--- config.mk ---
export PLATFORM = sky130hd
export DESIGN_NAME = cepm_top
export DESIGN_NICKNAME = d
export VERILOG_FILES = /design/src/logic/cepm_pkg.sv /design/src/logic/cepm_top.sv
export SDC_FILE = /design/constraint.sdc
export NUM_CORES = 1
export LEC_CHECK = 0
export ABC_AREA = 0
export BUFFER_PORTS_ARGS = -buffer_cell sky130_fd_sc_hd__buf_2
export CAP_MARGIN = 40
export CELL_PAD_IN_SITES_DETAIL_PLACEMENT = 1
export CELL_PAD_IN_SITES_GLOBAL_PLACEMENT = 2
export CORE_UTILIZATION = 35
export CTS_CLUSTER_SIZE = 28
export DETAILED_ROUTE_END_ITERATION = 16
export HOLD_SLACK_MARGIN = 0.12
export PLACE_DENSITY_LB_ADDON = 0.1
export SLEW_MARGIN = 20
export SYNTH_ARGS = -nofsm -noshare
export SYNTH_HDL_FRONTEND = slang
export SYNTH_SLANG_ARGS = --single-unit
--- constraint.sdc ---
create_clock -name clk -period 6.9 [get_ports clk]
set_input_delay 0.345 -clock clk [delete_from_list [all_inputs] [get_ports clk]]
set_output_delay 0.345 -clock clk [all_outputs]
set_load 0.03 [all_outputs]
--- src/logic/cepm_pkg.sv ---
// Purpose: shared constants and types of the pulse and monitor output block
// Assumes: word-wide classic Wishbone, register index = byte address / 4
// Notes: control registers are at most 8 bits wide in the low byte lane, except the 12-bit monitor address registers
package cepm_pkg;
  // register indices; byte address is four times the index
  localparam logic [13:0] IDX_MON_CFG = 14'h2106;
  localparam logic [13:0] IDX_ACC_HI = 14'h2107;
  localparam logic [13:0] IDX_ACC_LO = 14'h2108;
  localparam logic [13:0] IDX_WIDTH = 14'h210A;
  localparam logic [13:0] IDX_SPACE = 14'h210B;
  localparam logic [13:0] IDX_POL = 14'h210C;
  localparam logic [13:0] IDX_OPT = 14'h2456;
  localparam logic [13:0] IDX_MADDR0 = 14'h2110;
  localparam logic [13:0] IDX_STATUS = 14'h2114;
  localparam logic [13:0] IDX_IRQ_EN = 14'h2115;
  // field positions
  localparam int MON_EN_BIT = 1;
  localparam int POL_BIT = 0;
  localparam int OPT_LSB = 2;
  localparam int ACC_HI_W = 5;
  // reset values
  localparam logic [7:0] WIDTH_RST = 8'hFF;
  localparam logic [7:0] SPACE_RST = 8'h00;
  localparam logic [12:0] ACC_RST = 13'h0888;
  localparam logic [7:0] NO_WIDTH_CHECK = 8'hFF;
  // timing
  localparam int SPACE_STEP = 4;
  localparam int CLK_NS = 20;
  localparam int MON_HALF_NS = 40;
  localparam int MON_HALF_CYC = (MON_HALF_NS + CLK_NS - 1) / CLK_NS;
  localparam logic [5:0] MON_WORD_LAST = 6'h22;
  localparam logic [5:0] MON_DATA_BITS = 6'h20;
  localparam int MON_WORDS = 4;
  localparam int RAM_AW = 12;
  // optical transmit source
  typedef enum logic [1:0] {
    OPT_IDLE = 2'b00,
    OPT_W = 2'b01,
    OPT_V = 2'b10,
    OPT_IDLE2 = 2'b11
  } cepm_opt_e;
  // monitor sequencer
  typedef enum logic [1:0] {
    MS_IDLE = 2'b00,
    MS_CAP = 2'b01,
    MS_SHIFT = 2'b10
  } cepm_mstate_e;
  // events from the compute engine
  typedef struct packed {
    logic frame_start;
    logic halt;
    logic wv_wr;
    logic w_sign;
    logic v_sign;
    logic xy_wr;
    logic x_val;
    logic y_val;
  } cepm_ce_s;
  // pins toward leds, optical port and test mux
  typedef struct packed {
    logic w_pin;
    logic v_pin;
    logic x_pin;
    logic y_pin;
    logic opt_pin;
    logic mon_data;
    logic mon_clk;
  } cepm_pins_s;
endpackage

--- src/logic/cepm_top.sv ---
// Purpose: pulse generators, paced energy pulse fifo, live sample monitor, frame/accumulation flags
// Assumes: compute engine signals are on clk; shared ram answers within the read strobe cycle, taken at the edge that closes it
// Notes:
// Overview of operation
// - capture four software-chosen shared ram words once per frame
// - shift monitored words out on test mux pin at each code pass start
// - monitor enable bit at index 0x2106 bit 1 switches monitor on/off
// - drive a separate shift clock on the second test mux pin
// - each monitor word spans 35 shift clocks and starts with a flag bit
// - monitor data stays low when no word is being sent
// - four pulse generators, each able to raise a processor interrupt
// - one polarity bit inverts all pulses; reset zero gives active low
// - status pulses update at most once per pass, on their own pins
// - energy pulse sign bits wait in an 8-bit fifo, released paced
// - fifo is emptied at every frame start
// - spacing register sets first delay and spacing of pulse updates
// - one spacing step equals four clock cycles
// - spacing zero bypasses the fifo, outputs update at once
// - width limit caps asserted pulse at (2*limit+1) update intervals
// - limit 255 or spacing zero disables width check, pulses follow engine
// - optical pin can carry either energy pulse via a select field
// - 13-bit accumulation length sets frames per accumulation cycle
// - raise accumulation done when an accumulation cycle completes
// - raise frame done at the end of every frame
// - halt instruction clears frame done and accumulation done
// - pulse interrupts fire on the leading edge only
//
// The Wishbone register port was chosen for this implementation.
`timescale 1ns/1ns
`default_nettype none
module cepm_top
  import cepm_pkg::*;
(
  // clock and reset
  input wire logic clk,
  input wire logic reset_n,
  // classic wishbone slave
  input wire logic wb_cyc_i,
  input wire logic wb_stb_i,
  input wire logic wb_we_i,
  input wire logic [15:0] wb_adr_i,
  input wire logic [3:0] wb_sel_i,
  input wire logic [31:0] wb_dat_i,
  output logic [31:0] wb_dat_o,
  output logic wb_ack_o,
  // compute engine side
  input wire cepm_pkg::cepm_ce_s ce_i,
  output logic [cepm_pkg::RAM_AW-1:0] ram_addr_o,
  output logic ram_rd_o,
  input wire logic [31:0] ram_rdata_i,
  // processor interrupt lines
  output logic [3:0] pulse_irq_o,
  output logic frame_done_irq_o,
  output logic accumulation_done_irq_o,
  // pins
  output cepm_pkg::cepm_pins_s pins_o
);
  import cepm_pkg::*;

  // msb-first bit of a monitor word at a position within its 35-cycle slot
  function automatic logic mon_bit(input logic [31:0] w, input logic [5:0] pos);
    logic [5:0] k;
    k = MON_DATA_BITS - pos;
    if (pos == 6'h00)
      mon_bit = 1'b1;
    else if (pos <= MON_DATA_BITS)
      mon_bit = w[k[4:0]];
    else
      mon_bit = 1'b0;
  endfunction

  // longest asserted width in cycles: (2*limit+1) * 4 * spacing
  function automatic logic [19:0] tmax_of(input logic [7:0] lim, input logic [7:0] sp);
    logic [9:0] odd;
    logic [29:0] prod;
    odd = {1'b0, lim, 1'b1};
    prod = 30'(odd) * 30'(sp) * 30'(SPACE_STEP);
    tmax_of = prod[19:0];
  endfunction

  logic ack_q;
  logic [31:0] dat_q;
  logic mon_en_q;
  logic [12:0] acc_len_q;
  logic [7:0] width_q;
  logic [7:0] space_q;
  logic pol_q;
  logic [1:0] opt_q;
  logic [RAM_AW-1:0] maddr_q [MON_WORDS];
  logic [3:0] irq_en_q;
  logic req;
  logic wr;
  logic [31:0] rd_mux;
  logic [13:0] idx;
  logic frame_done_q;
  logic accum_done_q;
  logic [12:0] acc_cnt_q;
  logic [1:0] fifo_q [4];
  logic [1:0] wp_q;
  logic [1:0] rp_q;
  logic [2:0] cnt_q;
  logic [9:0] tmr_q;
  logic [9:0] ival;
  logic tick;
  logic bypass;
  logic [1:0] act_q;
  logic [1:0] upd;
  logic [1:0] cap_q;
  logic [19:0] wid_q [2];
  logic [19:0] tmax;
  logic check;
  logic [1:0] eff;
  logic x_act_q;
  logic y_act_q;
  logic xy_done_q;
  logic [3:0] prev_q;
  logic [3:0] pulse_irq_q;
  logic [3:0] pact;
  logic w_pin_q;
  logic v_pin_q;
  logic x_pin_q;
  logic y_pin_q;
  logic opt_pin_q;
  cepm_mstate_e ms_q;
  logic [2:0] cidx_q;
  logic rd_q;
  logic [1:0] ridx_q;
  logic [RAM_AW-1:0] raddr_q;
  logic [31:0] word_q [MON_WORDS];
  logic [1:0] widx_q;
  logic [5:0] pos_q;
  logic [1:0] div_q;
  logic sclk_q;
  logic mdat_q;

  assign idx = wb_adr_i[15:2];
  assign req = wb_cyc_i && wb_stb_i && !ack_q;
  assign wr = req && wb_we_i && wb_sel_i[0];

  // read mux; unmapped indices read zero and still get an ack
  always_comb
  begin
    rd_mux = 32'h0000_0000;
    case (idx)
      IDX_MON_CFG: rd_mux[MON_EN_BIT] = mon_en_q;
      IDX_ACC_HI: rd_mux[ACC_HI_W-1:0] = acc_len_q[12:8];
      IDX_ACC_LO: rd_mux[7:0] = acc_len_q[7:0];
      IDX_WIDTH: rd_mux[7:0] = width_q;
      IDX_SPACE: rd_mux[7:0] = space_q;
      IDX_POL: rd_mux[POL_BIT] = pol_q;
      IDX_OPT: rd_mux[OPT_LSB+1:OPT_LSB] = opt_q;
      IDX_STATUS: rd_mux[5:0] = {pact, accum_done_q, frame_done_q};
      IDX_IRQ_EN: rd_mux[3:0] = irq_en_q;
      default:
      begin
        if (idx >= IDX_MADDR0 && idx < IDX_MADDR0 + 14'(MON_WORDS))
          rd_mux[RAM_AW-1:0] = maddr_q[2'(idx - IDX_MADDR0)];
      end
    endcase
  end

  // bus handshake: ack one cycle after the strobe, dropped the cycle after
  always_ff @(posedge clk or negedge reset_n)
  begin
    if (!reset_n)
    begin
      ack_q <= 1'b0;
      dat_q <= 32'h0000_0000;
    end
    else
    begin
      ack_q <= req;
      if (req)
        dat_q <= rd_mux;
    end
  end

  // register writes, gated by the low byte lane select; monitor addresses also take bits 11:8
  always_ff @(posedge clk or negedge reset_n)
  begin
    if (!reset_n)
    begin
      mon_en_q <= 1'b0;
      acc_len_q <= ACC_RST;
      width_q <= WIDTH_RST;
      space_q <= SPACE_RST;
      pol_q <= 1'b0;
      opt_q <= 2'b00;
      irq_en_q <= 4'h0;
      for (int i = 0; i < MON_WORDS; i++)
        maddr_q[i] <= 12'h000;
    end
    else if (wr)
    begin
      case (idx)
        IDX_MON_CFG: mon_en_q <= wb_dat_i[MON_EN_BIT];
        IDX_ACC_HI: acc_len_q[12:8] <= wb_dat_i[ACC_HI_W-1:0];
        IDX_ACC_LO: acc_len_q[7:0] <= wb_dat_i[7:0];
        IDX_WIDTH: width_q <= wb_dat_i[7:0];
        IDX_SPACE: space_q <= wb_dat_i[7:0];
        IDX_POL: pol_q <= wb_dat_i[POL_BIT];
        IDX_OPT: opt_q <= wb_dat_i[OPT_LSB+1:OPT_LSB];
        IDX_IRQ_EN: irq_en_q <= wb_dat_i[3:0];
        default:
        begin
          if (idx >= IDX_MADDR0 && idx < IDX_MADDR0 + 14'(MON_WORDS))
            maddr_q[2'(idx - IDX_MADDR0)] <= wb_dat_i[RAM_AW-1:0];
        end
      endcase
    end
  end

  // frame and accumulation flags; a new frame beats a halt in the same cycle
  always_ff @(posedge clk or negedge reset_n)
  begin
    if (!reset_n)
    begin
      frame_done_q <= 1'b0;
      accum_done_q <= 1'b0;
      acc_cnt_q <= 13'h0000;
    end
    else if (ce_i.frame_start)
    begin
      frame_done_q <= 1'b1;
      if (acc_cnt_q + 13'h0001 >= acc_len_q)
      begin
        acc_cnt_q <= 13'h0000;
        accum_done_q <= 1'b1;
      end
      else
        acc_cnt_q <= acc_cnt_q + 13'h0001;
    end
    else if (ce_i.halt)
    begin
      frame_done_q <= 1'b0;
      accum_done_q <= 1'b0;
    end
  end

  // update pacing: first release after 4*spacing cycles, then every 4*spacing
  assign ival = {space_q, 2'b00};
  assign tick = (space_q != 8'h00) && (tmr_q == ival - 10'h001);
  assign bypass = (space_q == 8'h00);
  always_ff @(posedge clk or negedge reset_n)
  begin
    if (!reset_n)
      tmr_q <= 10'h000;
    else if (ce_i.frame_start || tick)
      tmr_q <= 10'h000;
    else
      tmr_q <= tmr_q + 10'h001;
  end

  // four two-bit entries; a full fifo drops the export, frame start empties it
  always_ff @(posedge clk or negedge reset_n)
  begin
    if (!reset_n)
    begin
      wp_q <= 2'b00;
      rp_q <= 2'b00;
      cnt_q <= 3'h0;
      for (int i = 0; i < 4; i++)
        fifo_q[i] <= 2'b00;
    end
    else if (ce_i.frame_start)
    begin
      wp_q <= 2'b00;
      rp_q <= 2'b00;
      cnt_q <= 3'h0;
    end
    else
    begin
      if (ce_i.wv_wr && !bypass && cnt_q != 3'h4)
      begin
        fifo_q[wp_q] <= {ce_i.v_sign, ce_i.w_sign};
        wp_q <= wp_q + 2'b01;
      end
      if (tick && cnt_q != 3'h0)
        rp_q <= rp_q + 2'b01;
      cnt_q <= cnt_q + 3'((ce_i.wv_wr && !bypass && cnt_q != 3'h4) ? 1 : 0)
        - 3'((tick && cnt_q != 3'h0) ? 1 : 0);
    end
  end

  // energy pulse levels; bit 0 is active energy, bit 1 reactive energy
  assign upd[0] = (bypass && ce_i.wv_wr) || (tick && cnt_q != 3'h0 && !ce_i.frame_start);
  assign upd[1] = upd[0];
  always_ff @(posedge clk or negedge reset_n)
  begin
    if (!reset_n)
      act_q <= 2'b00;
    else if (bypass && ce_i.wv_wr)
      act_q <= {ce_i.v_sign, ce_i.w_sign};
    else if (upd[0])
      act_q <= fifo_q[rp_q];
  end

  // width limiter: a long pulse is cut and held off until the next update
  assign check = !bypass && (width_q != NO_WIDTH_CHECK);
  assign tmax = tmax_of(width_q, space_q);
  always_ff @(posedge clk or negedge reset_n)
  begin
    if (!reset_n)
    begin
      cap_q <= 2'b00;
      wid_q[0] <= 20'h0_0000;
      wid_q[1] <= 20'h0_0000;
    end
    else
    begin
      for (int i = 0; i < 2; i++)
      begin
        if (upd[i])
        begin
          cap_q[i] <= 1'b0;
          wid_q[i] <= 20'h0_0000;
        end
        else if (check && act_q[i] && !cap_q[i])
        begin
          if (wid_q[i] + 20'h0_0001 >= tmax)
            cap_q[i] <= 1'b1;
          wid_q[i] <= wid_q[i] + 20'h0_0001;
        end
      end
    end
  end
  assign eff = act_q & ~(cap_q & {2{check}});

  // status pulses: first write of a pass wins, later ones are ignored
  always_ff @(posedge clk or negedge reset_n)
  begin
    if (!reset_n)
    begin
      x_act_q <= 1'b0;
      y_act_q <= 1'b0;
      xy_done_q <= 1'b0;
    end
    else
    begin
      if (ce_i.xy_wr && (!xy_done_q || ce_i.frame_start))
      begin
        x_act_q <= ce_i.x_val;
        y_act_q <= ce_i.y_val;
      end
      if (ce_i.frame_start)
        xy_done_q <= ce_i.xy_wr;
      else if (ce_i.xy_wr)
        xy_done_q <= 1'b1;
    end
  end

  // leading-edge interrupts, one cycle wide, per enabled generator
  assign pact = {y_act_q, x_act_q, eff};
  always_ff @(posedge clk or negedge reset_n)
  begin
    if (!reset_n)
    begin
      prev_q <= 4'h0;
      pulse_irq_q <= 4'h0;
    end
    else
    begin
      prev_q <= pact;
      pulse_irq_q <= pact & ~prev_q & irq_en_q;
    end
  end

  // pin drivers; polarity clear means an asserted pulse pulls the pin low
  always_ff @(posedge clk or negedge reset_n)
  begin
    if (!reset_n)
    begin
      w_pin_q <= 1'b1;
      v_pin_q <= 1'b1;
      x_pin_q <= 1'b1;
      y_pin_q <= 1'b1;
      opt_pin_q <= 1'b1;
    end
    else
    begin
      w_pin_q <= eff[0] ~^ pol_q;
      v_pin_q <= eff[1] ~^ pol_q;
      x_pin_q <= x_act_q ~^ pol_q;
      y_pin_q <= y_act_q ~^ pol_q;
      case (cepm_opt_e'(opt_q))
        OPT_W: opt_pin_q <= eff[0] ~^ pol_q;
        OPT_V: opt_pin_q <= eff[1] ~^ pol_q;
        default: opt_pin_q <= ~pol_q;
      endcase
    end
  end

  // monitor: read four words at pass start, then shift them out
  always_ff @(posedge clk or negedge reset_n)
  begin
    if (!reset_n)
    begin
      ms_q <= MS_IDLE;
      cidx_q <= 3'h0;
      rd_q <= 1'b0;
      ridx_q <= 2'b00;
      raddr_q <= 12'h000;
      widx_q <= 2'b00;
      pos_q <= 6'h00;
      div_q <= 2'b00;
      sclk_q <= 1'b0;
      mdat_q <= 1'b0;
      for (int i = 0; i < MON_WORDS; i++)
        word_q[i] <= 32'h0000_0000;
    end
    else
    begin
      rd_q <= 1'b0;
      if (rd_q)
        word_q[ridx_q] <= ram_rdata_i;
      case (ms_q)
        MS_IDLE:
        begin
          sclk_q <= 1'b0;
          mdat_q <= 1'b0;
          if (ce_i.frame_start && mon_en_q)
          begin
            ms_q <= MS_CAP;
            cidx_q <= 3'h0;
          end
        end
        MS_CAP:
        begin
          if (!mon_en_q)
            ms_q <= MS_IDLE;
          else if (cidx_q != 3'(MON_WORDS))
          begin
            rd_q <= 1'b1;
            ridx_q <= cidx_q[1:0];
            raddr_q <= maddr_q[cidx_q[1:0]];
            cidx_q <= cidx_q + 3'h1;
          end
          else if (!rd_q)
          begin
            ms_q <= MS_SHIFT;
            widx_q <= 2'b00;
            pos_q <= 6'h00;
            div_q <= 2'b00;
            mdat_q <= 1'b1;
          end
        end
        MS_SHIFT:
        begin
          if (!mon_en_q)
          begin
            ms_q <= MS_IDLE;
            sclk_q <= 1'b0;
            mdat_q <= 1'b0;
          end
          else if (div_q == 2'(MON_HALF_CYC - 1))
          begin
            div_q <= 2'b00;
            sclk_q <= !sclk_q;
            if (sclk_q)
            begin
              if (pos_q == MON_WORD_LAST)
              begin
                pos_q <= 6'h00;
                if (widx_q == 2'(MON_WORDS - 1))
                begin
                  ms_q <= MS_IDLE;
                  mdat_q <= 1'b0;
                end
                else
                begin
                  widx_q <= widx_q + 2'b01;
                  mdat_q <= 1'b1;
                end
              end
              else
              begin
                pos_q <= pos_q + 6'h01;
                mdat_q <= mon_bit(word_q[widx_q], pos_q + 6'h01);
              end
            end
          end
          else
            div_q <= div_q + 2'b01;
        end
        default: ms_q <= MS_IDLE;
      endcase
    end
  end

  assign wb_ack_o = ack_q;
  assign wb_dat_o = dat_q;
  assign ram_addr_o = raddr_q;
  assign ram_rd_o = rd_q;
  assign pulse_irq_o = pulse_irq_q;
  assign frame_done_irq_o = frame_done_q;
  assign accumulation_done_irq_o = accum_done_q;
  assign pins_o = '{w_pin: w_pin_q, v_pin: v_pin_q, x_pin: x_pin_q, y_pin: y_pin_q,
    opt_pin: opt_pin_q, mon_data: mdat_q, mon_clk: sclk_q};
endmodule
`default_nettype wire

## Yosys cells after proc, flatten, opt, wreduce, memory -nomap -nowiden

Cells that the tools add are included.

| word-level totals | value |
|---|---|
| register bits after elaboration | 358 |
| output and inout bits | 59 |
| logic and storage cells | 330 |

| cells by class | value |
|---|---|
| add/subtract/negate cells | 15 |
| multipliers | 1 |
| magnitude comparators | 16 |
| eq/ne operators | 37 |
| mux-type cells | 110 |
| bitwise gates (word level) | 19 |
| reduce and logical (&&, ||, !) cells | 78 |

Operator list:

| kind | number |
|---|---|
| $bwmux 128 | 1 |
| $eq 14x14->1 const B | 9 |
| $mux 32 | 3 |
| $mux 20 | 4 |
| $mux 12 | 6 |
| $bmux 32 s2 | 1 |
| $demux 32 s2 | 1 |
| $mux 2 | 28 |
| $bmux 12 s2 | 2 |
| $bwmux 48 | 1 |
| $mux 6 | 7 |
| $add 20x1->20 const B | 2 |
| $ge 20x19->1 | 2 |
| $mux 1 | 30 |
| $reduce_and 2->1 | 13 |
| $demux 12 s2 | 1 |
| $ne 3x3->1 const B | 8 |
| $reduce_bool 2->1 | 12 |
| $logic_and 1x1->1 | 21 |
| $ne 2x2->1 const B | 10 |
| $ge 3x3->1 const B | 6 |
| $not 2->3 | 6 |
| $mul 9x8->17 | 1 |
| $pmux 1 s8 | 2 |
| other kinds (65) | 99 |

## Logic depth before layout (Yosys ltp)

Gate-level depths: netlist of the first run.

| logic depth | value |
|---|---|
| word-level depth | 13 |
| depth in mapped cells | 25 |
| depth with buffers taken out | 24 |

## Worst setup path before layout of the first run

Ideal clock, no wire load.

| timing path | value |
|---|---|
| path type | reg2reg |
| start point | register space_q[6] |
| end point | register cap_q[0] |
| setup time | 0.134 ns |
| data arrival time | 5.369 ns |
| required time | 6.766 ns |
| path slack | 1.396 ns |
| cell stages (with the launch flop) | 25 |
| period minus slack after synthesis | 5.504 ns |
| cell sequence | dfrtp_1 -> clkbuf_1 -> and2_1 -> fa_1 -> inv_1 -> fa_1 -> inv_1 -> fa_1 -> inv_1 -> fa_1 -> inv_1 -> ha_1 -> inv_1 -> o21bai_1 -> a21oi_1 -> o211ai_1 -> a21o_1 -> a21oi_1 -> xor2_1 -> ha_1 -> a21o_1 -> a211oi_1 -> nand2_1 -> a211oi_1 -> nor4_1 |

| between the ends | value |
|---|---|
| longest elaborated chain between the ends | 8 |
| elaborated cells between the ends (all ways) | 19 |
| those cells by class | 1 x add/sub; 1 x mul; 1 x order compare; 1 x eq/ne; 1 x mux; 14 x reduce/logical |

Ends and longest elaborated chain:

| item | RTL line | text |
|---|---|---|
| from (decl) | cepm_top.sv:86 | `logic [7:0] space_q;` |
| from (signal assigned) | cepm_top.sv:200 | `IDX_SPACE: space_q <= wb_dat_i[7:0];` |
| parallel branches: the longest is 8 deep, another holds $ge 20x19->1 | n/a |  |
| to (signal assigned) | cepm_top.sv:305 | `cap_q <= 2'b00;` |
| to (signal, indexed assignment) | cepm_top.sv:315 | `cap_q[i] <= 1'b0;` |
| to (signal, indexed assignment) | cepm_top.sv:321 | `cap_q[i] <= 1'b1;` |
| to (decl) | cepm_top.sv:108 | `logic [1:0] cap_q;` |

Several ways; the timed one is not identified.
A chain may end at the register's enable or synchronous reset.

## Worst setup path after layout of the first run

Ends and elaborated chain as after synthesis.

==> results of run 1 <==
flip-flops by register name, summed over array words and instances, names as in the netlist, 10 cells and up:
register	flops
ram_addr_o	12
maddr_q	48
word_q	128
acc_len_q	13
wid_q	40
tmr_q	10
acc_cnt_q	13
wb_dat_o	12
metal layers:
layer / routed length (µm) / part of all wire, % / global-route usage [%]
met3: 1600 / 2.9 / 2.84
met5: 0 / 0 / 0
met2: 27000 / 49 / 31.4
met4: 985 / 1.8 / 4.04
met1: 25600 / 46 / 24.6
logic make-up (layout without fill, tap and decap cells):
| logic type | count (synthesis) | after routing |
|---|---|---|
| buffers and inverters | 218 | 372 |
| adder cells (fa/ha/maj) | 151 | 151 |
| AO/OA/AOI/OAI | 204 | 204 |
| XOR/XNOR | 126 | 126 |
| multiplexers | 313 | 313 |
| other | 1 | 20 |
| AND/OR/NAND/NOR | 514 | 514 |
| flip-flops | 358 | 358 |
through the flow:
stage / utilization [%] / total power [mW] / hold slack [ns]
global route: 41.2 / 5.73 / 0.174
detailed placement: 37.8 / 3.05 / 0.386
floorplan: - / 2.82 / 0.0494
CTS: 41.2 / 5.56 / 0.139
global placement: 37.7 / 3.02 / 0.383
finish: 41.2 / 5.45 / 0.160
power breakdown:
part | total, mW | switching [mW] | internal, mW
combinational | 0.654 | 0.361 | 0.292
sequential | 2.38 | 0.137 | 2.24
clock | 2.42 | 0.977 | 1.45
how the worst max path moves through the flow:
| stage | slack, ns | to | cells past startpoint | startpoint |
|---|---|---|---|---|
| finish | 0.88 | cap_q[0] | 23 | space_q[6] |
| global route | 0.52 | cap_q[1] | 23 | space_q[6] |
| CTS | 0.84 | cap_q[0] | 23 | space_q[6] |
| detailed placement | 0.87 | cap_q[0] | 23 | space_q[6] |
| global placement | 0.90 | cap_q[0] | 23 | space_q[6] |
| floorplan | 1.40 | cap_q[0] | 24 | space_q[6] |
synthesized netlist by cell type, types with 7 or more instances:
cell,number,area (µm²)
or3_1,8,50.1
buf_2,11,55.1
o211ai_1,7,52.6
clkbuf_1,61,229
nand4_1,17,106
fa_1,43,861
a22oi_1,14,105
nor3_1,21,105
mux2_2,238,2680
a21oi_1,40,200
dfstp_2,16,420
nand2b_1,8,50.1
xnor2_1,67,587
nor2b_1,16,100
and3_1,19,119
ha_1,107,1340
dfrtp_1,342,8560
mux4_2,51,1150
nor2_1,123,462
o21ai_0,70,350
buf_4,35,263
xor2_1,59,517
inv_1,103,387
nor4_1,7,43.8
a211oi_1,10,75.1
and2_1,58,363
a21o_1,9,67.6
nand3_1,54,270
mux2i_1,24,240
nand2_1,149,559
a22o_1,8,70.1
area by class of cell:
| cell class | count | area [µm²] | area share (%) |
|---|---|---|---|
| clock buffers | 68 | 1320 | 5.40 |
| clock inverters | 15 | 204 | 0.833 |
| inverters | 105 | 394 | 1.61 |
| multi-input cells | 1328 | 11300 | 46.2 |
| flip-flops and latches | 358 | 8980 | 36.7 |
| well taps | 773 | 967 | 3.95 |
| repair buffers | 184 | 1300 | 5.33 |
placed cells by master (no fill, tap or decap), types with 17 or more instances in the layout:
cell,instances
o21ai_0,70
nand2_1,149
xor2_1,59
ha_1,107
mux4_2,51
a21oi_1,39
dlygate4sd3_1,50
nand3_1,53
nor2_1,123
fa_1,43
clkbuf_16,45
dfrtp_1,341
buf_4,19
buf_2,110
and2_1,58
mux2_2,238
mux2i_1,24
conb_1,20
nand4_1,17
inv_1,103
nor3_1,21
xnor2_1,67
and3_1,19
worst reg2reg max path, cell delays in order (launching register included):
cell and delay (ns):
dfrtp_1 0.56, and2_1 0.25, fa_1 0.50, inv_1 0.05
fa_1 0.53, inv_1 0.05, fa_1 0.53, inv_1 0.05
fa_1 0.52, inv_1 0.04, ha_1 0.33, inv_1 0.11
o21bai_1 0.08, a21oi_1 0.29, o211ai_1 0.23, a21o_1 0.22
a21oi_1 0.17, xor2_1 0.23, ha_1 0.29, a21o_1 0.18
a211oi_1 0.22, nand2_1 0.10, a211oi_1 0.25, nor4_1 0.08
repair_timing:
action / 4_1_cts / 5_1_grt
hold endpoints to repair: 259 / 0
setup endpoints to repair: 0 / 0
hold buffers: 50 / 0
==> out/results.tsv, run 1 <==
stage	metric	value	unit
status	outcome	complete, no violations	
synth	Synth Flop Type	dfrtp_1	
clock_tree	post-CTS setup buffer count	0	
floorplanning	die area	0.0615	mm²
synth	average cell area after synthesis	11.2	µm²
clock_tree	CTS resizes	0	
placement	dpl ws	0.869	ns
power_and_ir_drop	leakage	11.2	nW
detailed_routing	Iter 0 DRT Violations	450	
placement	Placed Area	0.0224	mm²
clock_tree	TritonCTS Sinks	358	
global_route	initial antenna violation count	0	
placement	RePlAce Congestion	0.758	
worst_hold_path	Hold Path Depth	3	
worst_setup_path	reg2reg start	space_q[6]	
worst_setup_path	Reg2Reg Capture Point	cap_q[0]	
worst_setup_path	Worst EP arrival	6.45	ns
timing	final number of max-transition violations	0	
timing	Final setup viols	0	
floorplanning	die height	248	µm
worst_setup_path	most used cell, CP	inv_1	
timing	setup_tns	0	ns
worst_setup_path	CP cell instances	and2_1 > fa_1 > inv_1 > fa_1 > inv_1 > fa_1 > inv_1 > fa_1 > inv_1 > ha_1 > inv_1 > o21bai_1 > a21oi_1 > o211ai_1 > a21o_1 > a21oi_1 > xor2_1 > ha_1 > a21o_1 > a211oi_1 > nand2_1 > a211oi_1 > nor4_1	
finish	n_diodes	0	
synth	ys async rst share	100	%
clock_tree	Max Buffers Root-to-Sink	3	
synth	post-synthesis sequential area ratio	42.4	%
synth	Post-Synth Adder-Cell Area	10.4	%
detailed_routing	final wirelength	55.1	mm
synth	Gate Count Post-Synth	1885	
worst_setup_path	critical path class	flop to flop	
power_and_ir_drop	Peak VDD IR	0.000179	V
timing	Final period util	87.3	%
synth	Seq cells post-synth	358	
detailed_routing	post-route ant nets	0	
synth	compound-cell area share of the yosys netlist	6.15	%
global_route	GRT Util Overall	18.4	%
worst_setup_path	CP Launch Type	flop	
placement	hpwl dp	37.8	mm
synth	fraction of the mapped netlist area in simple logic gates	12.0	%
worst_setup_path	flop-to-flop setup slack	0.88	ns
floorplanning	Ports	156	
synth	Post-synth EDFFs	0	
clock_tree	CTS H-tree lvls	2	
clock_tree	clock transition at the registers of the reported paths	0.06	ns
clock_tree	Root Buffer	clkbuf_16	
clock_tree	CTS Buf Count	45	
timing	fin worst setup slack	0.880	ns
clock_tree	CTS tree	done	
synth	proportion of synthesized area in mux cells	19.2	%
finish	Filler cells	6431	
placement	Port Buf Inserts	110	
timing	Layout Skew	0.0232	ns
worst_hold_path	worst hold start	wb_dat_i[1]	
worst_setup_path	Worst EP required	7.33	ns
finish	design area	0.0245	mm²
timing	FMAX	0.166	GHz
placement	placed cells	2696	
detailed_routing	drt pass-1 iters	4	
timing	setup repair after global routing missed its margin	false	
synth	yosys warns	0	
timing	Least-Margin Pin Slew	0.950	ns
detailed_routing	wire per inst	19.5	µm
floorplanning	number of core rows	89	
global_route	largest net degree at the start of global routing	152	
detailed_routing	Vias/cell	5.09	
floorplanning	CORE AREA	0.0594	mm²
worst_setup_path	Setup crit end kind	flop	
finish	nets	2269	
flow_run	number of max-cap violations	0	
worst_hold_path	classification of the worst-slack hold path	input pin to flop	
worst_setup_path	delay-heaviest family, CP	adder cells	
worst_setup_path	R2R depth	23	
detailed_routing	DRC Markers	0	
clock_tree	worst-skew pair later-pin latency	0.59	ns
synth	Synth Area in XOR/XNOR	5.21	%
worst_hold_path	WHS Endpoint	acc_len_q[9]	
global_route	GRT overflow	0	
power_and_ir_drop	pwr/cell area	223	mW/mm²
worst_setup_path	Buf+Inv Stages, Crit Path	5	
synth	cell area after synthesis	0.0212	mm²
finish	Post-Layout Cell Count	2831	
finish	fraction of layout cells with a size suffix above 1	25.9	%
worst_setup_path	Crit path largest cell delay	0.56	ns
timing	final hold vios	0	
synth	largest family of logic cells by synthesized area	multiplexers	
floorplanning	initial cell density of the core	35.7	%
global_route	vias in the first global route	15900	
worst_setup_path	Crit-path slowest cell	dfrtp_1	
synth	Yosys cell types	66	
finish	P&R area growth vs syn	15.7	%
floorplanning	die width	248	µm
timing	Slew Limit Headroom	36.7	%
timing	Tmin final	6.02	ns
detailed_routing	vias	14400	
global_route	first-pass GRT wire length	89.1	mm
worst_setup_path	CP Max Fanout	14	
No activity file was read; power rests on OpenSTA's default activity.
==> run 2: changes to the inputs <==
Clock period 6.9 ns to 5.29 ns, I/O delays scaled along.
==> out/results.tsv, run 2 (synthesis gave the netlist of run 1 again) <==
stage	metric	value	unit	change
status	outcome	complete, no violations		
global_route	first-pass GRT wire length	91.4	mm	+2.6%
finish	Reg area	0.00898	mm²	about the same
placement	Port Buf Inserts	110		unchanged
detailed_routing	wire per inst	19.2	µm	-1.3%
finish	design area	0.0255	mm²	+4.2%
power_and_ir_drop	total power draw	7.16	mW	+31%
timing	Final period util	99.8	%	+13 points
timing	Least-Margin Pin Slew	0.846	ns	-0.104 ns
worst_setup_path	R2R depth	23		unchanged
global_route	GRT Util Overall	18.9	%	+0.48 points
clock_tree	worst-skew pair later-pin latency	0.59	ns	about the same
timing	setup repair after global routing missed its margin	true		
finish	Final Util	43.0	%	+1.7 points
clock_tree	CTS tree	done		
finish	area taken by multi-input logic gates	0.0116	mm²	+2.7%
power_and_ir_drop	Peak VDD IR	0.000204	V	+14%
flow_run	number of max-cap violations	0		unchanged
floorplanning	number of core rows	89		unchanged
finish	Largest register FFs	128		unchanged
floorplanning	die height	248	µm	unchanged
finish	nets	2351		+3.6%
global_route	vias in the first global route	16400		+3.3%
floorplanning	Ports	156		unchanged
finish	largest reg by FF count	word_q		
timing	Tmin final	5.28	ns	-0.738 ns
finish	fraction of layout cells with a size suffix above 1	31.2	%	+5.2 points
timing	Final setup viols	0		unchanged
power_and_ir_drop	pwr/cell area	281	mW/mm²	+26%
detailed_routing	DRC Markers	0		unchanged
global_route	initial antenna violation count	1		+1
finish	most frequent cells in the layout	338 x dfrtp_1, 238 x mux2_2, 146 x nand2_1		
floorplanning	die width	248	µm	unchanged
finish	Filler cells	6349		-1.3%
detailed_routing	drt pass-1 iters	7		+3
worst_hold_path	classification of the worst-slack hold path	input pin to flop		
timing	Layout Skew	0.0212	ns	-0.00194 ns
clock_tree	clock transition at the registers of the reported paths	0.06	ns	about the same
timing	final number of max-transition violations	0		unchanged
floorplanning	initial cell density of the core	35.7	%	unchanged
worst_setup_path	CP Max Fanout	5		-9
worst_setup_path	Setup crit end kind	flop		
floorplanning	CORE AREA	0.0594	mm²	unchanged
placement	hpwl dp	38.6	mm	+2.0%
worst_setup_path	critical path class	flop to flop		
floorplanning	die area	0.0615	mm²	unchanged
worst_setup_path	Worst EP arrival	5.71	ns	-0.74 ns
finish	Post-Layout Cell Count	2913		+2.9%
detailed_routing	Iter 0 DRT Violations	605		+34%
clock_tree	CTS H-tree lvls	2		unchanged
global_route	GRT overflow	0		unchanged
detailed_routing	Vias/cell	5.09		-0.12%
clock_tree	Root Buffer	clkbuf_16		
worst_hold_path	Hold Path Depth	5		+2
worst_setup_path	CP Launch Type	flop		
detailed_routing	vias	14800		+2.8%
power_and_ir_drop	leakage	11.7	nW	+4.1%
detailed_routing	post-route ant nets	0		unchanged
timing	final hold vios	0		unchanged
clock_tree	Max Buffers Root-to-Sink	3		unchanged
placement	RePlAce Congestion	0.762		+0.50%
timing	FMAX	0.189	GHz	+14%
clock_tree	TritonCTS Sinks	358		unchanged
timing	Slew Limit Headroom	43.6	%	+7.0 points
placement	Placed Area	0.0229	mm²	+2.3%
placement	placed cells	2754		+2.2%
finish	commonest non-fill, non-tap cell in the layout	dfrtp_1		
finish	Largest regs	word_q (128), maddr_q (48), wid_q (40)		
worst_setup_path	Worst EP required	5.71	ns	-1.62 ns
clock_tree	CTS Buf Count	45		unchanged
detailed_routing	final wirelength	56.0	mm	+1.6%
global_route	largest net degree at the start of global routing	122		-20%
finish	P&R area growth vs syn	20.5	%	
==> run 2: cell count changes in the layout (fill, tap and decap cells not counted), moves of 6 or more <==
cell,previous run,this run
inv_1,103,94
buf_6,0,11
inv_2,0,8
buf_4,19,83
o21ai_0,70,64
and2_4,0,6
o21ai_1,0,6
and2_1,58,52
ha_4,0,7
ha_1,107,98
==> run 2: layer usage <==
layer,wire length [µm],global-route usage (%),up-vias
li1,-,-,6958
met1,25400,25.0,7611
met2,27600,32.1,177
met3,1740,3.02,74
met4,1220,4.98,0
met5,0,0,-
==> run 2: through the flow <==
stage | TNS, ns | hold slack (ns) | setup slack [ns]
final | 0 | 0.161 | 0.00801
after floorplan | 0 | -0.0311 | 0.00325
after global routing | -0.490 | 0.167 | -0.251
after CTS | -0.302 | 0.127 | -0.152
after detailed placement | -0.525 | 0.360 | -0.265
after global placement | -0.349 | 0.358 | -0.186
==> run 2: worst paths after layout <==
| path | startpoint | endpoint | slack [ns] |
|---|---|---|---|
| max in group asynchronous | reset_n | word_q[56] | 3.71 |
| worst min-delay path | wb_we_i | acc_len_q[11] | 0.16 |
| worst max-delay path | width_q[2] | cap_q[0] | 0.008 |
| min in group asynchronous | reset_n | wid_q[22] | 0.27 |
| worst max register to register | width_q[2] | cap_q[0] | 0.008 |
| worst min register to register | prev_q[3] | pulse_irq_o[3] | 0.40 |
==> run 2: area by class of cell <==
cell class / instances / area share [%]
Antenna cell: 1 / 0.00981
Clock buffer: 69 / 5.24
Clock inverter: 13 / 0.819
Inverter: 105 / 1.55
Multi-Input combinational cell: 1328 / 45.5
Sequential cell: 358 / 35.2
Tap cell: 773 / 3.79
Timing Repair Buffer: 266 / 7.86
==> run 2: where the power goes <==
part | internal, mW | leakage [nW] | switching [mW] | total [mW]
sequential | 2.92 | 4.51 | 0.179 | 3.10
clock | 1.94 | 0.761 | 1.25 | 3.19
combinational | 0.391 | 6.43 | 0.484 | 0.875
total | 5.25 | 11.7 | 1.91 | 7.16
==> run 2: repair_timing <==
item | CTS | global route
hold buffers | 54 | 0
buffers inserted | 4 | 15
endpoints found under the setup margin | 2 | 2
endpoints found under the hold margin | 279 | 0
pin swaps | 48 | 50
gates resized for setup | 32 | 45
==> run 2: critical path: stages (launching register included) <==
cell and delay [ns]:
dfstp_2 0.59, buf_6 0.11, nand2_1 0.07, fa_1 0.45, fa_1 0.53, inv_2 0.04
fa_1 0.47, inv_1 0.05, fa_1 0.49, inv_2 0.05, ha_4 0.29, nand3_2 0.11
o211ai_1 0.22, nor2_1 0.07, xor2_1 0.16, ha_1 0.30, o21ai_1 0.13, nor2_1 0.07
nor3_2 0.10, o21ba_2 0.16, o31ai_4 0.07, maj3_2 0.35, a211oi_2 0.18, nor4_1 0.07
==> run 3: changes to the inputs <==
Settings changed: CTS_BUF_LIST set to sky130_fd_sc_hd__clkbuf_8, REMOVE_ABC_BUFFERS set to 1.
==> out/results.tsv, run 3 (synthesis gave the netlist of run 1 again) <==
stage	metric	value	unit	change
power_and_ir_drop	leakage	11.8	nW	+0.59%
global_route	GRT overflow	0		unchanged
finish	largest reg by FF count	word_q		
worst_setup_path	most used cell, CP	a21o_1		
timing	setup repair after global routing missed its margin	true		
clock_tree	CTS tree	done		
power_and_ir_drop	total power draw	6.76	mW	-5.6%
power_and_ir_drop	Peak VDD IR	0.000145	V	-29%
power_and_ir_drop	Psw	1.91	mW	-0.15%
floorplanning	die height	248	µm	unchanged
finish	Largest register FFs	128		unchanged
power_and_ir_drop	pwr/cell area	266	mW/mm²	-5.1%
timing	final hold vios	0		unchanged
clock_tree	CTS Buf Count	71		+58%
placement	Port Buf Inserts	110		unchanged
worst_setup_path	CP Launch Type	flop		
clock_tree	Root Buffer	clkbuf_8		
timing	Layout Skew	0.0364	ns	+0.0152 ns
placement	hpwl dp	39.9	mm	+3.2%
worst_setup_path	CP cell instances	buf_4 > and2_1 > fa_2 > fa_1 > ha_1 > inv_1 > fa_1 > inv_1 > ha_4 > a21o_1 > a21oi_4 > o21bai_1 > a21oi_2 > o211ai_1 > a21o_1 > a21oi_2 > xor2_1 > ha_1 > a21o_1 > a211oi_2 > nand3_2 > a31oi_1 > a2111oi_2		
worst_setup_path	Worst EP required	5.79	ns	+0.08 ns
timing	Tmin final	5.27	ns	-0.0156 ns
finish	design area	0.0254	mm²	-0.49%
worst_setup_path	Worst EP arrival	5.76	ns	+0.05 ns
detailed_routing	final wirelength	57.0	mm	+1.7%
power_and_ir_drop	Comb power frac	12.9	%	+0.7 points
timing	final number of max-transition violations	0		unchanged
flow_run	number of max-cap violations	0		unchanged
detailed_routing	vias	15000		+0.88%
finish	commonest non-fill, non-tap cell in the layout	dfrtp_1		
worst_setup_path	Crit path largest cell delay	0.52	ns	-0.07 ns
power_and_ir_drop	internal power	4.86	mW	-7.6%
placement	dpl ws	-0.409	ns	-0.144 ns
timing	Final setup viols	0		unchanged
status	outcome	complete, no violations		
global_route	vias in the first global route	16200		-1.0%
detailed_routing	wire per inst	19.2	µm	about the same
timing	Final period util	99.6	%	-0.30 points
power_and_ir_drop	clock share of power	41.2	%	-3.3 points
placement	RePlAce Congestion	0.743		-2.4%
floorplanning	number of core rows	89		unchanged
finish	Largest regs	word_q (128), maddr_q (48), wid_q (40)		
finish	P&R area growth vs syn	19.9	%	
placement	Placed Area	0.0229	mm²	about the same
detailed_routing	post-route ant nets	0		unchanged
global_route	initial antenna violation count	2		+1
detailed_routing	DRC Markers	0		unchanged
detailed_routing	Iter 0 DRT Violations	565		-6.6%
timing	Slew Limit Headroom	42.4	%	-1.2 points
power_and_ir_drop	Switching Share	28.2	%	+1.5 points
global_route	largest net degree at the start of global routing	127		+4.1%
finish	fraction of layout cells with a size suffix above 1	31.5	%	+0.31 points
global_route	GRT Util Overall	19.1	%	+0.16 points
worst_setup_path	CP Max Fanout	4		-1
floorplanning	die width	248	µm	unchanged
clock_tree	CTS H-tree lvls	3		+1
detailed_routing	drt pass-1 iters	4		-3
worst_setup_path	Crit-path slowest cell	fa_1		
clock_tree	TritonCTS Sinks	358		unchanged
floorplanning	initial cell density of the core	35.7	%	unchanged
detailed_routing	Vias/cell	5.05		-0.79%
clock_tree	worst-skew pair later-pin latency	0.64	ns	+0.05 ns
timing	Least-Margin Pin Slew	0.861	ns	+0.0156 ns
timing	FMAX	0.190	GHz	+0.30%
clock_tree	Max Buffers Root-to-Sink	3		unchanged
floorplanning	die area	0.0615	mm²	unchanged
worst_setup_path	critical path class	flop to flop		
worst_setup_path	Setup crit end kind	flop		
floorplanning	Ports	156		unchanged
timing	fin worst setup slack	0.0237	ns	+0.0156 ns
finish	nets	2385		+1.4%
power_and_ir_drop	sequential share of power	45.9	%	+2.6 points
global_route	first-pass GRT wire length	91.8	mm	+0.45%
floorplanning	CORE AREA	0.0594	mm²	unchanged
worst_hold_path	classification of the worst-slack hold path	input pin to async pin		
clock_tree	clock transition at the registers of the reported paths	0.06	ns	about the same
finish	most frequent cells in the layout	338 x dfrtp_1, 238 x mux2_2, 148 x nand2_1		
## run 3: cell types whose count changed in the layout (fill, tap and decap cells not counted), moves of 6 or more
cell           change
inv_1             +34
clkbuf_1          -12
clkbuf_16         -45
dlygate4sd3_1      +8
clkbuf_8          +76
buf_4              +6
## run 3: per-stage QoR
step	utilization (%)	TNS [ns]	hold WS [ns]	instances
floorplan	-	-0.300	-0.0311	1791
global placement	38.4	-0.539	0.282	2750
detailed placement	38.6	-0.789	0.286	2758
CTS	42.6	0	0.205	2958
global route	42.8	-0.488	0.213	2962
finish	42.8	0	0.191	2962
## run 3: final timing paths
| kind | from | endpoint | slack [ns] | cells after the start |
|---|---|---|---|---|
| hold / removal | reset_n | wid_q[22] | 0.19 | 2 |
| hold reg to reg | prev_q[2] | pulse_irq_o[2] | 0.39 | 1 |
| setup reg to reg | space_q[3] | cap_q[1] | 0.02 | 23 |
| setup / recovery | space_q[3] | cap_q[1] | 0.02 | 23 |
| max in group asynchronous | reset_n | opt_pin_q | 3.83 | 4 |
| min in group clk | wb_adr_i[10] | opt_q[1] | 0.27 | 5 |
## run 3: worst max-delay path: cells and delay by family, from the launching register on
family          cells  cell delay [ns]
fa+ha+maj           6             2.16
compound gates     11             1.78
flops               1             0.41
xor+xnor            1             0.21
simple gates        2             0.27
buf+inv             3             0.26
## run 3: area by class of cell
type	instances	area [µm²]
diodes	1	2.50
clock buffers	88	1210
clock inverters	35	176
fillers	6440	34000
inverters	105	394
multi-input cells	1328	11600
flip-flops and latches	358	8980
well taps	773	967
repair buffers	274	2050
## run 3: repair_timing
item,4_1_cts,5_1_grt
endpoints found under the setup margin,2,2
pin swaps,49,36
hold buffers,62,0
setup buffers,15,2
gates resized for setup,53,16
endpoints found under the hold margin,315,0
## run 3: layer usage
metal  vias to the layer above  routed length (µm)  GRT usage (%)
li1                       7042                   -              -
met5                         -                   0              0
met2                       180               27400           31.6
met1                      7643               26400           25.8
met4                         0                1120           4.76
met3                        85                2000           3.33
## run 3: power by group through the flow
| stage | sequential [mW] | combinational, mW | clock (mW) |
|---|---|---|---|
| final | 3.10 | 0.869 | 2.79 |
| after global routing | 3.13 | 0.989 | 3.03 |
| after CTS | 3.11 | 0.889 | 2.91 |
| after detailed placement | 3.15 | 0.839 | 0 |
| after global placement | 3.14 | 0.812 | 0 |
| after floorplan | 3.12 | 0.533 | 0 |
